[config.mk]
export PLATFORM = sky130hd
export DESIGN_NAME = dcbg_device_flat
export DESIGN_NICKNAME = d
export VERILOG_FILES = /design/src/inc/dcbg_pkg.sv /design/src/inc/dcbg_link_if.sv /design/src/design/dcbg_device.sv /design/src/flat_wrapper.sv
export SDC_FILE = /design/constraint.sdc
export NUM_CORES = 2
export LEC_CHECK = 0
export ABC_CLOCK_PERIOD_IN_PS = 11100
export BUFFER_PORTS_ARGS = -buffer_cell sky130_fd_sc_hd__buf_2
export CORE_AREA = 2 2 679 681
export CTS_CLUSTER_DIAMETER = 60
export DETAILED_ROUTE_END_ITERATION = 6
export DIE_AREA = 0 0 681 683
export PLACE_DENSITY = 0.34
export SETUP_SLACK_MARGIN = 0.05
export SYNTH_ARGS = -nofsm -noshare
export SYNTH_HDL_FRONTEND = slang
export SYNTH_SLANG_ARGS = --single-unit
[constraint.sdc]
create_clock -name clk -period 11.1 [get_ports clk]
set_input_delay 1.11 -clock clk [delete_from_list [all_inputs] [get_ports clk]]
set_output_delay 1.11 -clock clk [all_outputs]
set_load 0.02 [all_outputs]
[src/inc/dcbg_pkg.sv]
/*
 * dcbg_pkg: shared constants and types for the debug connect and boot gating
 * block, used by the device end, the probe end and the link interface.
 * Assumes a single 200 MHz clock for both ends.
 */
package dcbg_pkg;
    localparam int NCORE = 4;
    localparam int KEY_W = 256;
    localparam int WORD_W = 32;
    localparam int KEY_WORDS = 8;
    localparam int NKEY = 4;
    localparam int NSVR = 10;
    // key slots: 0 debug_access_key, 1 customer_key_a, 2 data_flash_key, 3 optional extra
    localparam logic [1:0] KEY_EXTRA = 2'h3;
    localparam logic [2:0] KEY_LAST_WORD = 3'h7;
    localparam logic [3:0] SVR_LAST = 4'h9;
    // asynchronous system pins seen by the device
    localparam int SI_EXT_RST = 0;
    localparam int SI_CYCLIC = 1;
    localparam int SI_STANDBY = 2;
    localparam int SI_SYS_RST = 3;
    localparam int SI_BOOT_SEL = 4;
    localparam int SI_USER_BOOT = 5;
    localparam int NSYNC = 6;
    // data bits of a debug start order
    localparam int ST_HOT_PLUG = 0;
    localparam int ST_INIT_STOP = 1;
    // trace lane counts
    localparam logic [2:0] LANES_ONE = 3'h1;
    localparam logic [2:0] LANES_TWO = 3'h2;
    localparam logic [2:0] LANES_FOUR = 3'h4;
    // probe register map (APB byte addresses)
    localparam logic [7:0] A_CTRL = 8'h00;
    localparam logic [7:0] A_DATA = 8'h04;
    localparam logic [7:0] A_STATUS = 8'h08;
    localparam logic [7:0] A_IRQ_STAT = 8'h0C;
    localparam logic [7:0] A_IRQ_MASK = 8'h10;
    localparam logic [7:0] A_CFG = 8'h14;
    localparam logic [7:0] A_KEY0 = 8'h20;
    localparam logic [7:0] A_KEY_END = 8'h3C;
    localparam int CTRL_GO = 3;
    localparam int IRQ_DONE = 0;
    localparam int IRQ_FAIL = 1;
    localparam int IRQ_REFUSED = 2;
    localparam int NIRQ = 3;
    localparam int CFG_ATTACH = 0;
    localparam int CFG_ADAPTER = 1;
    localparam int CFG_LANES = 2;
    localparam int CFG_RAM_INIT = 5;
    localparam int CFG_W = 6;
    localparam int STAT_BUSY = 0;
    localparam int STAT_RESP = 1;
    localparam int STAT_LINK = 3;

    typedef logic [KEY_W-1:0] dcbg_key_t;
    typedef logic [WORD_W-1:0] dcbg_word_t;
    typedef enum logic [2:0] {
        OP_KEYSEL, OP_KEY, OP_SVR, OP_START, OP_STOP, OP_LANES, OP_RAMZERO, OP_DBGRST
    } dcbg_op_t;
    typedef enum logic [1:0] {RESP_OK, RESP_REFUSED, RESP_FAIL} dcbg_resp_t;
    typedef enum logic [1:0] {BOOT_NORMAL, BOOT_USER, BOOT_SERIAL} dcbg_boot_t;
endpackage

[src/inc/dcbg_link_if.sv]
/*
 * dcbg_link_if: the debug link between probe end and device end.
 * Assumes both ends run on the same clock; req is held until ack.
 */
interface dcbg_link_if;
    logic req;
    dcbg_pkg::dcbg_op_t op;
    dcbg_pkg::dcbg_word_t wdata;
    logic ack;
    dcbg_pkg::dcbg_resp_t resp;
    logic link_rst;

    modport dev (input req, input op, input wdata, input link_rst, output ack, output resp);
    modport probe (output req, output op, output wdata, output link_rst, input ack, input resp);
endinterface

[src/design/dcbg_device.sv]
/*
 * dcbg_device: device end of the debug link. Authenticates keys, gates debug
 * start, picks regulator settings, forces cores into break or init-stop hold on reset release while the probe is attached, selects
 * boot mode and flags reads of uninitialised RAM.
 * Assumes system pins are asynchronous and the link is on clk.
 */
// Design decisions made here: the three-stage pin sampling and the order responses.
module dcbg_device (
    // clock and reset
    input wire logic clk,
    input wire logic rst,
    // debug link
    dcbg_link_if.dev lnk,
    // stored settings
    input wire dcbg_pkg::dcbg_key_t stored_key [dcbg_pkg::NKEY],
    input wire logic key_check_disable_bit,
    input wire dcbg_pkg::dcbg_word_t option_svr_word [dcbg_pkg::NSVR],
    // asynchronous system pins
    input wire logic [dcbg_pkg::NSYNC-1:0] sys_pins,
    // cores and RAM
    input wire logic [dcbg_pkg::NCORE-1:0] core_init_stopped,
    input wire logic ram_rd,
    input wire logic ram_rd_word_init,
    // outputs
    output logic session_active,
    output logic pins_to_debug,
    output logic serial_prog_en,
    output logic auth_fail,
    output logic extra_key_ok,
    output dcbg_pkg::dcbg_word_t svr_cfg [dcbg_pkg::NSVR],
    output logic [dcbg_pkg::NCORE-1:0] core_break,
    output logic [dcbg_pkg::NCORE-1:0] core_hold_stop,
    output dcbg_pkg::dcbg_boot_t boot_mode,
    output logic [2:0] trace_lanes,
    output logic ram_zero_fill,
    output logic ecc_err
);
    import dcbg_pkg::*;

    logic [NSYNC-1:0] s1_r, s2_r, s3_r, pin_r;
    logic sys_rst_d_r;
    logic pend_r, ack_r;
    dcbg_resp_t resp_r, resp_nxt;
    logic [1:0] key_sel_r;
    logic [2:0] key_cnt_r;
    dcbg_key_t key_buf_r, key_full;
    logic [NKEY-1:0] key_ok_r;
    logic auth_fail_r, session_r, started_r, init_stop_dbg_r, svr_use_r, ram_zeroed_r;
    logic ram_zero_fill_r, ecc_err_r, serial_prog_en_r, pins_to_debug_r;
    logic [3:0] svr_idx_r;
    dcbg_word_t svr_probe_r [NSVR];
    dcbg_word_t svr_cfg_r [NSVR];
    logic [NCORE-1:0] core_break_r, core_hold_r;
    dcbg_boot_t boot_r;
    logic [2:0] lanes_r;
    logic take, key_done, key_match, start_refused, rst_release, rst_assert;

    // three-stage pin sampling; a value counts once stages two and three agree
    always_ff @(posedge clk) begin
        if (rst) begin
            s1_r <= '0;
            s2_r <= '0;
            s3_r <= '0;
            pin_r <= '0;
        end else begin
            s1_r <= sys_pins;
            s2_r <= s1_r;
            s3_r <= s2_r;
            pin_r <= (s2_r & s3_r) | (pin_r & (s2_r | s3_r));
        end
    end

    always_ff @(posedge clk) begin
        if (rst) begin
            sys_rst_d_r <= 1'b0;
        end else begin
            sys_rst_d_r <= pin_r[SI_SYS_RST];
        end
    end

    assign rst_assert = pin_r[SI_SYS_RST] && !sys_rst_d_r;
    assign rst_release = !pin_r[SI_SYS_RST] && sys_rst_d_r;

    // one order per raised req; a new one needs req to drop first
    assign take = lnk.req && !pend_r;
    assign key_full = {key_buf_r[KEY_W-WORD_W-1:0], lnk.wdata};
    assign key_done = take && lnk.op == OP_KEY && key_cnt_r == KEY_LAST_WORD;
    assign key_match = key_full == stored_key[key_sel_r];

    always_comb begin
        start_refused = !(&key_ok_r[2:0]);
        if (!key_check_disable_bit) begin
            start_refused = 1'b1;
        end
        if (pin_r[SI_EXT_RST] || pin_r[SI_STANDBY] ||
            (lnk.wdata[ST_HOT_PLUG] && pin_r[SI_CYCLIC])) begin
            start_refused = 1'b1;
        end
    end

    always_comb begin
        resp_nxt = RESP_OK;
        unique case (lnk.op)
            OP_KEY: begin
                if (key_cnt_r == KEY_LAST_WORD && !key_match) begin
                    resp_nxt = RESP_FAIL;
                end
            end
            OP_SVR: begin
                if (started_r || svr_idx_r > SVR_LAST) begin
                    resp_nxt = RESP_REFUSED;
                end
            end
            OP_START: begin
                if (start_refused) begin
                    resp_nxt = RESP_REFUSED;
                end
            end
            OP_RAMZERO, OP_LANES: begin
                if (!session_r) begin
                    resp_nxt = RESP_REFUSED;
                end
            end
            OP_KEYSEL, OP_STOP, OP_DBGRST: resp_nxt = RESP_OK;
        endcase
    end

    always_ff @(posedge clk) begin
        if (rst) begin
            pend_r <= 1'b0;
            ack_r <= 1'b0;
            resp_r <= RESP_OK;
        end else begin
            ack_r <= take;
            if (take) begin
                pend_r <= 1'b1;
                resp_r <= resp_nxt;
            end else if (!lnk.req) begin
                pend_r <= 1'b0;
            end
        end
    end

    // key entry
    always_ff @(posedge clk) begin
        if (rst) begin
            key_sel_r <= 2'h0;
            key_cnt_r <= 3'h0;
            key_buf_r <= '0;
        end else if (take && lnk.op == OP_KEYSEL) begin
            key_sel_r <= lnk.wdata[1:0];
            key_cnt_r <= 3'h0;
        end else if (take && lnk.op == OP_KEY) begin
            key_buf_r <= key_full;
            key_cnt_r <= key_cnt_r + 3'h1;
        end
    end

    // extra keys are dropped on system reset assertion or a debug reset order; a same-cycle pass still sets
    always_ff @(posedge clk) begin
        if (rst) begin
            key_ok_r <= '0;
            auth_fail_r <= 1'b0;
        end else begin
            if (rst_assert || (take && lnk.op == OP_DBGRST)) begin
                key_ok_r[KEY_EXTRA] <= 1'b0;
            end
            if (key_done) begin
                key_ok_r[key_sel_r] <= key_match;
                auth_fail_r <= !key_match;
            end
        end
    end

    // session control
    always_ff @(posedge clk) begin
        if (rst) begin
            session_r <= 1'b0;
            started_r <= 1'b0;
            init_stop_dbg_r <= 1'b0;
        end else if (take && lnk.op == OP_START && !start_refused) begin
            session_r <= 1'b1;
            started_r <= 1'b1;
            init_stop_dbg_r <= lnk.wdata[ST_INIT_STOP];
        end else if ((take && lnk.op == OP_STOP) || !lnk.link_rst) begin
            session_r <= 1'b0;
        end
    end

    // probe regulator words; accepted and applied at once, only until the first start after power-up
    always_ff @(posedge clk) begin
        if (rst) begin
            svr_idx_r <= 4'h0;
            svr_use_r <= 1'b0;
            for (int i = 0; i < NSVR; i++) begin
                svr_probe_r[i] <= '0;
            end
        end else if (take && lnk.op == OP_SVR && resp_nxt == RESP_OK) begin
            svr_probe_r[svr_idx_r] <= lnk.wdata;
            svr_idx_r <= svr_idx_r + 4'h1;
            svr_use_r <= 1'b1;
        end
    end

    // option words are only read here, never written
    always_ff @(posedge clk) begin
        for (int i = 0; i < NSVR; i++) begin
            if (rst) begin
                svr_cfg_r[i] <= '0;
            end else begin
                svr_cfg_r[i] <= svr_use_r ? svr_probe_r[i] : option_svr_word[i];
            end
        end
    end

    always_ff @(posedge clk) begin
        if (rst) begin
            lanes_r <= LANES_ONE;
            ram_zeroed_r <= 1'b0;
            ram_zero_fill_r <= 1'b0;
        end else begin
            ram_zero_fill_r <= take && lnk.op == OP_RAMZERO && session_r;
            if (take && lnk.op == OP_LANES && session_r) begin
                lanes_r <= lnk.wdata[2:0];
            end
            if (take && lnk.op == OP_RAMZERO && session_r) begin
                ram_zeroed_r <= 1'b1;
            end
        end
    end

    // zero fill hides the error, as on real silicon it would not
    always_ff @(posedge clk) begin
        if (rst) begin
            ecc_err_r <= 1'b0;
        end else begin
            ecc_err_r <= ram_rd && !ram_rd_word_init && !ram_zeroed_r;
        end
    end

    // cores on reset release while the probe is attached
    always_ff @(posedge clk) begin
        if (rst) begin
            core_break_r <= '0;
            core_hold_r <= '0;
        end else if (!lnk.link_rst) begin
            core_break_r <= '0;
            core_hold_r <= '0;
        end else if (rst_release || (take && lnk.op == OP_DBGRST)) begin
            for (int i = 0; i < NCORE; i++) begin
                core_hold_r[i] <= init_stop_dbg_r && core_init_stopped[i];
                core_break_r[i] <= !(init_stop_dbg_r && core_init_stopped[i]);
            end
        end
    end

    // boot mode latched at each system reset release
    always_ff @(posedge clk) begin
        if (rst) begin
            boot_r <= BOOT_NORMAL;
        end else if (rst_release) begin
            if (pin_r[SI_BOOT_SEL] && !lnk.link_rst) begin
                boot_r <= BOOT_SERIAL;
            end else if (pin_r[SI_USER_BOOT]) begin
                boot_r <= BOOT_USER;
            end else begin
                boot_r <= BOOT_NORMAL;
            end
        end
    end

    always_ff @(posedge clk) begin
        if (rst) begin
            serial_prog_en_r <= 1'b0;
            pins_to_debug_r <= 1'b0;
        end else begin
            serial_prog_en_r <= boot_r == BOOT_SERIAL && !session_r;
            pins_to_debug_r <= session_r;
        end
    end

    assign lnk.ack = ack_r;
    assign lnk.resp = resp_r;
    assign session_active = session_r;
    assign pins_to_debug = pins_to_debug_r;
    assign serial_prog_en = serial_prog_en_r;
    assign auth_fail = auth_fail_r;
    assign extra_key_ok = key_ok_r[KEY_EXTRA];
    assign svr_cfg = svr_cfg_r;
    assign core_break = core_break_r;
    assign core_hold_stop = core_hold_r;
    assign boot_mode = boot_r;
    assign trace_lanes = lanes_r;
    assign ram_zero_fill = ram_zero_fill_r;
    assign ecc_err = ecc_err_r;
endmodule // dcbg_device

[src/flat_wrapper.sv]
// flat-port wrapper written by rule: the top's interface ports become plain ports
module dcbg_device_flat import dcbg_pkg::*;
  (clk, rst, stored_key, key_check_disable_bit, option_svr_word, sys_pins, core_init_stopped, ram_rd, ram_rd_word_init, session_active, pins_to_debug, serial_prog_en, auth_fail, extra_key_ok, svr_cfg, core_break, core_hold_stop, boot_mode, trace_lanes, ram_zero_fill, ecc_err, lnk_req, lnk_op, lnk_wdata, lnk_link_rst, lnk_ack, lnk_resp);
  dcbg_link_if lnk_i ();
  input wire logic clk;
  input wire logic rst;
  input wire dcbg_pkg::dcbg_key_t stored_key[dcbg_pkg::NKEY];
  input wire logic key_check_disable_bit;
  input wire dcbg_pkg::dcbg_word_t option_svr_word[dcbg_pkg::NSVR];
  input wire logic [dcbg_pkg::NSYNC-1:0] sys_pins;
  input wire logic [dcbg_pkg::NCORE-1:0] core_init_stopped;
  input wire logic ram_rd;
  input wire logic ram_rd_word_init;
  output logic session_active;
  output logic pins_to_debug;
  output logic serial_prog_en;
  output logic auth_fail;
  output logic extra_key_ok;
  output dcbg_pkg::dcbg_word_t svr_cfg[dcbg_pkg::NSVR];
  output logic [dcbg_pkg::NCORE-1:0] core_break;
  output logic [dcbg_pkg::NCORE-1:0] core_hold_stop;
  output dcbg_pkg::dcbg_boot_t boot_mode;
  output logic [2:0] trace_lanes;
  output logic ram_zero_fill;
  output logic ecc_err;
  input wire logic [$bits(lnk_i.req)-1:0] lnk_req;
  input wire logic [$bits(lnk_i.op)-1:0] lnk_op;
  input wire logic [$bits(lnk_i.wdata)-1:0] lnk_wdata;
  input wire logic [$bits(lnk_i.link_rst)-1:0] lnk_link_rst;
  output wire logic [$bits(lnk_i.ack)-1:0] lnk_ack;
  output wire logic [$bits(lnk_i.resp)-1:0] lnk_resp;
  assign lnk_i.req = lnk_req;
  assign lnk_i.op = lnk_op;
  assign lnk_i.wdata = lnk_wdata;
  assign lnk_i.link_rst = lnk_link_rst;
  assign lnk_ack = lnk_i.ack;
  assign lnk_resp = lnk_i.resp;
  dcbg_device u_core (.clk(clk), .rst(rst), .lnk(lnk_i), .stored_key(stored_key), .key_check_disable_bit(key_check_disable_bit), .option_svr_word(option_svr_word), .sys_pins(sys_pins), .core_init_stopped(core_init_stopped), .ram_rd(ram_rd), .ram_rd_word_init(ram_rd_word_init), .session_active(session_active), .pins_to_debug(pins_to_debug), .serial_prog_en(serial_prog_en), .auth_fail(auth_fail), .extra_key_ok(extra_key_ok), .svr_cfg(svr_cfg), .core_break(core_break), .core_hold_stop(core_hold_stop), .boot_mode(boot_mode), .trace_lanes(trace_lanes), .ram_zero_fill(ram_zero_fill), .ecc_err(ecc_err));
endmodule
* After elaboration in Yosys (flattened, before gate mapping)
Memories as Yosys holds them, arrays and structs flattened.
Index checks and enable logic that the tools add are counted.
** Word-level totals
- Register bits :: 609
- Bits in writable memories :: 320
- Input bits :: 1396
- Word-level logic and storage cells :: 160
- Memories :: 1
** Memory list
- u_core.svr_probe_r :: words 10, width 32, read ports 10, clocked after Yosys merged registers in 0, wr ports 10, line dcbg_device.sv:51 : dcbg_word_t svr_probe_r [NSVR];
** Operators by class
- $add $sub $neg :: 2
- Magnitude comparators :: 4
- Equality and inequality tests :: 11
- Muxes and demuxes :: 40
- Bitwise gates (word level) :: 7
- Reduce and logical (&&, ||, !) cells :: 57
** Operator list (number)
- binary-select mux 256 bit (select 2 bit) :: 1
- 2-to-1 mux 256 bit :: 2
- 2-to-1 mux 32 bit :: 11
- equality test 256 bit :: 1
- OR reduction 32 bit :: 1
- logical AND 1 bit :: 27
- 2-to-1 mux 1 bit :: 19
- equality test 3 bit (second input constant) :: 5
- logical NOT 1 bit :: 14
- bitwise AND 6 bit :: 2
- OR 6 bit :: 2
- one-hot mux 2 bit (5 select lines) :: 1
- 2-to-1 mux 4 bit :: 2
- equality test 3 x 2 -> 1 bit (second input constant) :: 2
- logical OR 1 bit :: 6
- OR reduction 2 bit :: 3
- adder 4 x 1 -> 4 bit (second input constant) :: 1
- bitwise mux 4 bit :: 1
- greater-than comparator 4 bit (second input constant) :: 1
- 2-to-1 mux 2 bit :: 2
- adder 3 x 1 -> 3 bit (second input constant) :: 1
- equality test 3 x 1 -> 1 bit (second input constant) :: 1
- greater-or-equal comparator 3 bit (second input constant) :: 1
- logical NOT 3 bit :: 1
- other kinds (12) :: 13

* Longest topological paths before layout
- Word-level depth :: 16
- Gate-level depth with buffers :: 11
- Depth with buffers taken out :: 9

* Least setup slack after synthesis
OpenSTA, ideal clock, no wires.
- Path type :: in2reg
- From :: input port lnk_op[0]
- To :: memory u_core.svr_probe_r[6][0] in the netlist's numbering (enable)
- Setup time :: 389 ps
- Arrival :: 3981 ps
- Required time :: 10711 ps
- Setup slack :: 6729 ps
- Stages :: 10
- Path buffers :: 3
- Path through :: buf_2 > xor2_1 > a31o_2 > a2111oi_2 > and2_1 > clkbuf_1 > and3_1 > nand3_1 > clkbuf_1 > nand2_1
** RTL lines
- start, declared :: line flat_wrapper.sv:27 : input wire logic [$bits(lnk_i.op)-1:0] lnk_op;
- end, declared :: line dcbg_device.sv:51

* Worst setup path after layout
- From :: register u_core.key_sel_r[1]
- To :: register u_core.resp_r[1], in the netlist u_core.lnk.resp[1]
** Between the ends
- Longest elaborated chain between the ends :: 9
** Ends and longest elaborated chain
- start, declared :: line dcbg_device.sv:44 : logic [1:0] key_sel_r;
- start signal, assigned :: line dcbg_device.sv:151 : key_sel_r <= lnk.wdata[1:0];
- NOT 2 -> 3 bit (not written as such) :: line dcbg_device.sv:88 : assign key_match = key_full == stored_key[key_sel_r];
- binary-select mux 256 bit (select 2 bit) :: line dcbg_device.sv:88
- 2-to-1 mux 256 bit (not written as such) (2 in series) :: line dcbg_device.sv:88
- equality test 256 bit :: line dcbg_device.sv:88
- logical NOT 1 bit :: line dcbg_device.sv:105 : if (key_cnt_r == KEY_LAST_WORD && !key_match) begin
- logical AND 1 bit :: line dcbg_device.sv:105
- 2-to-1 mux 2 bit :: line dcbg_device.sv:105
- one-hot mux 2 bit (5 select lines) :: line dcbg_device.sv:103 : unique case (lnk.op)
- end signal, assigned :: line dcbg_device.sv:137 : resp_r <= resp_nxt;
- end, declared :: line dcbg_device.sv:43 : dcbg_resp_t resp_r, resp_nxt;
Every way passes these cells. The select of a mux whose other input is x is not followed.
A chain may end at the register's enable or synchronous reset.

==> reports/results.ini <==
[run_status]
outcome = finished, final reports clean

[critical_path]
critPathSlowestCell = nor4_2
path_cells = buf_12 > buf_4 > mux4_2 > xnor2_1 > nand4_1 > nor4_1 > nand4_1 > nor4_2 > buf_4 > o31ai_1
crit_fanout = 52
required_ns = 11.79
cp_slowest_stage_delay_ns = 0.86
arrival_ns = 6.95
crit_type = reg2reg
worst_setup_path_end_kind = flop
start_kind = flop

[finish]
multi_input_comb_area_um2 = 18300
regArea_um2 = 21800
syn_to_final_growth_pct = 55.6
drive_gt1_share_pct = 43.7
fill_cells = 52000
layout.nets = 6756

[placement]
place.gp.congestion = 0.961
numPortBuffers = 1738
place_ws_ns = 4.55
hpwl_mm = 361

[die]
die_w_um = 681
io_pins = 1739
fp.dieArea_um2 = 465000
initial_core_util_pct = 8.96
die_y_um = 683
coreArea_um2 = 458000
row_count = 249

[timing]
final-hold-violation-count = 0
worstMarginPinSlew_ns = 1.23
fin_skew_ns = 0.0644
setup_slack_ns = 4.84
setup_viol = 0
fin_crit_ns = 6.26
fin_setup_tns_ns = 0
timing.final.crit_share_pct = 56.4
whs_ns = 0.424
drv_slew = 0
slew_headroom_pct = 17.5
fmax_mhz = 160
rsz0062_at_grt = false

[run]
cap_violations = 0

[clock_network]
clkTransAtPathRegs_ns = 0.06
cts_setup_buffers = 0
cts_resized = 0
cts_sinks = 929
clk_latency_ns = 0.90
htreeDepth = 4
cts_tree = yes
clk_path_buf_depth = 4
postCtsHoldBufs = 0
cts_buffers = 174
clock-root-buffer = clkbuf_16

[pwr]
total_power_mw = 10.4
power_density_nw_per_um2 = 163
ir_drop_mv = 0.104
power_leakage_nw = 22.9

[synthesis]
synth_flop_cell = dfxtp_1
syn_nets = 5033
synth_edf_count = 320
synth-seq-cells = 929
async_reset_ff_share_pct = 0
yosysWarnings = 0
syn_avg_cell_area_um2 = 11.3
syn_area_um2 = 41000
synth-seq-area-share_pct = 53.1
synthCells = 3632
netlist-cell-type-count = 42

[detailed_routing]
antenna_left = 0
vias_per_cell = 3.35
wl_mm = 428
dr.first_iter.drc_count = 3315
firstDrtPassIters = 5
wl_per_cell_um = 35.8
vias = 40000
drc = 0

[global_route]
grt_usage_pct = 17.6
antenna_found_initial = 536
globalRouteOverflowTotal = 0
grt_pass1_vias = 39200
grt_max_degree = 150
grt_pass1_wl_mm = 510

[min_path]
hold_path_class = in2reg

[cells in the mapped netlist, types with 2 or more instances]
library cell	number	share of area [%]
nor2_1	602	5.5
buf_4	8	0.15
nor4b_1	2	0.043
edfxtp_1	320	23
and3_1	3	0.046
nand4_1	70	1.1
buf_1	48	0.44
xor2_1	2	0.043
a22oi_1	4	0.073
clkbuf_1	168	1.5
o21ai_0	13	0.16
or2_2	3	0.046
ha_1	5	0.15
xnor2_1	258	5.5
a21oi_1	244	3.0
mux2i_1	326	8.0
nor4bb_1	2	0.049
nor3_1	4	0.049
nor4_1	18	0.27
mux4_2	256	14
nor2b_1	23	0.35
or3_1	2	0.030
and2_1	35	0.53
nand3_1	7	0.085
nand2b_1	4	0.061
inv_1	39	0.36
buf_2	22	0.27
nand2_1	519	4.7
o31ai_1	4	0.073
dfxtp_1	609	30
[registers in the layout, summed over array words and instances, names as in the netlist, 2 cells and up, named ones only]
register,flops
u_core.key_cnt_r,3
u_core.svr_cfg,320
u_core.boot_mode,2
u_core.s1_r,6
u_core.trace_lanes,3
u_core.key_buf_r,224
u_core.key_sel_r,2
u_core.core_hold_stop,4
u_core.lnk.resp,2
u_core.s3_r,6
u_core.s2_r,6
u_core.pin_r,6
u_core.svr_idx_r,4
u_core.svr_probe_r,320
u_core.core_break,4
[critical path, delay by kind of cell, from the launching register on]
kind / cells / cell delay (ns)
compound gates: 1 / 0.06
xor+xnor: 1 / 0.57
buf+inv: 3 / 1.16
flops: 1 / 0.79
mux: 1 / 0.42
simple gates: 4 / 2.65
[power breakdown]
group	internal, mW	total (mW)	switching, mW
clock	3.40	5.59	2.20
sequential	3.63	3.68	0.0559
combinational	0.413	1.12	0.704
[per-stage QoR]
step	utilization, %	area [um2]	instances
floorplan	-	41000	3632
global placement	12.5	57100	11300
detailed placement	12.5	57100	11300
CTS	13.8	63100	11600
global route	13.9	63500	11800
finish	13.9	63900	11900
[final timing paths]
check | startpoint | to | slack (ns) | cells past startpoint
max | u_core.key_sel_r[1] | u_core.lnk.resp[1] | 4.84 | 10
min | ram_rd_word_init | u_core.ecc_err | 0.42 | 2
max reg2reg | u_core.key_sel_r[1] | u_core.lnk.resp[1] | 4.84 | 10
min reg2reg | u_core.svr_probe_r[7][31] | u_core.svr_cfg[95] | 0.43 | 2
[kinds of logic (layout without fill, tap and decap cells)]
logic type / count (synthesis) / count (layout) / synth area share, %
other cells: 0 / 293 / 0
flops: 929 / 929 / 53.1
compound gates: 274 / 274 / 3.47
mux: 582 / 582 / 22.0
xor+xnor: 260 / 260 / 5.55
simple gates: 1296 / 1296 / 12.9
fa+ha+maj: 5 / 5 / 0.152
buf+inv: 286 / 2153 / 2.77
[layout by cell type (no fill, tap or decap), drive strengths merged, types with 16 or more instances in the layout]
master  count
nand2     519
edfxtp    320
nand4      70
nor2      602
mux2i     326
and2       35
nor4       18
a21oi     244
nor2b      23
inv        64
clkinv     55
mux4      256
diode     293
clkbuf    211
dfxtp     609
buf      1794
xnor2     258
bufinv     16
[layer usage]
layer / share of wire (%) / routed length [um] / track usage, %
met3: 8.1 / 34700 / 5.88
met2: 53 / 225000 / 32.8
met1: 34 / 144000 / 17.5
met5: 0.33 / 1420 / 0
met4: 5.3 / 22500 / 8.03
[layout make-up]
type | count | share of cell area (%)
clock inverters | 109 | 2.14
well taps | 6149 | 12.0
inverters | 39 | 0.229
multi-input cells | 2417 | 28.6
flip-flops and latches | 929 | 34.2
repair buffers | 1794 | 14.4
clock buffers | 211 | 7.23
diodes | 293 | 1.15
No activity file was read; power rests on OpenSTA's default activity.
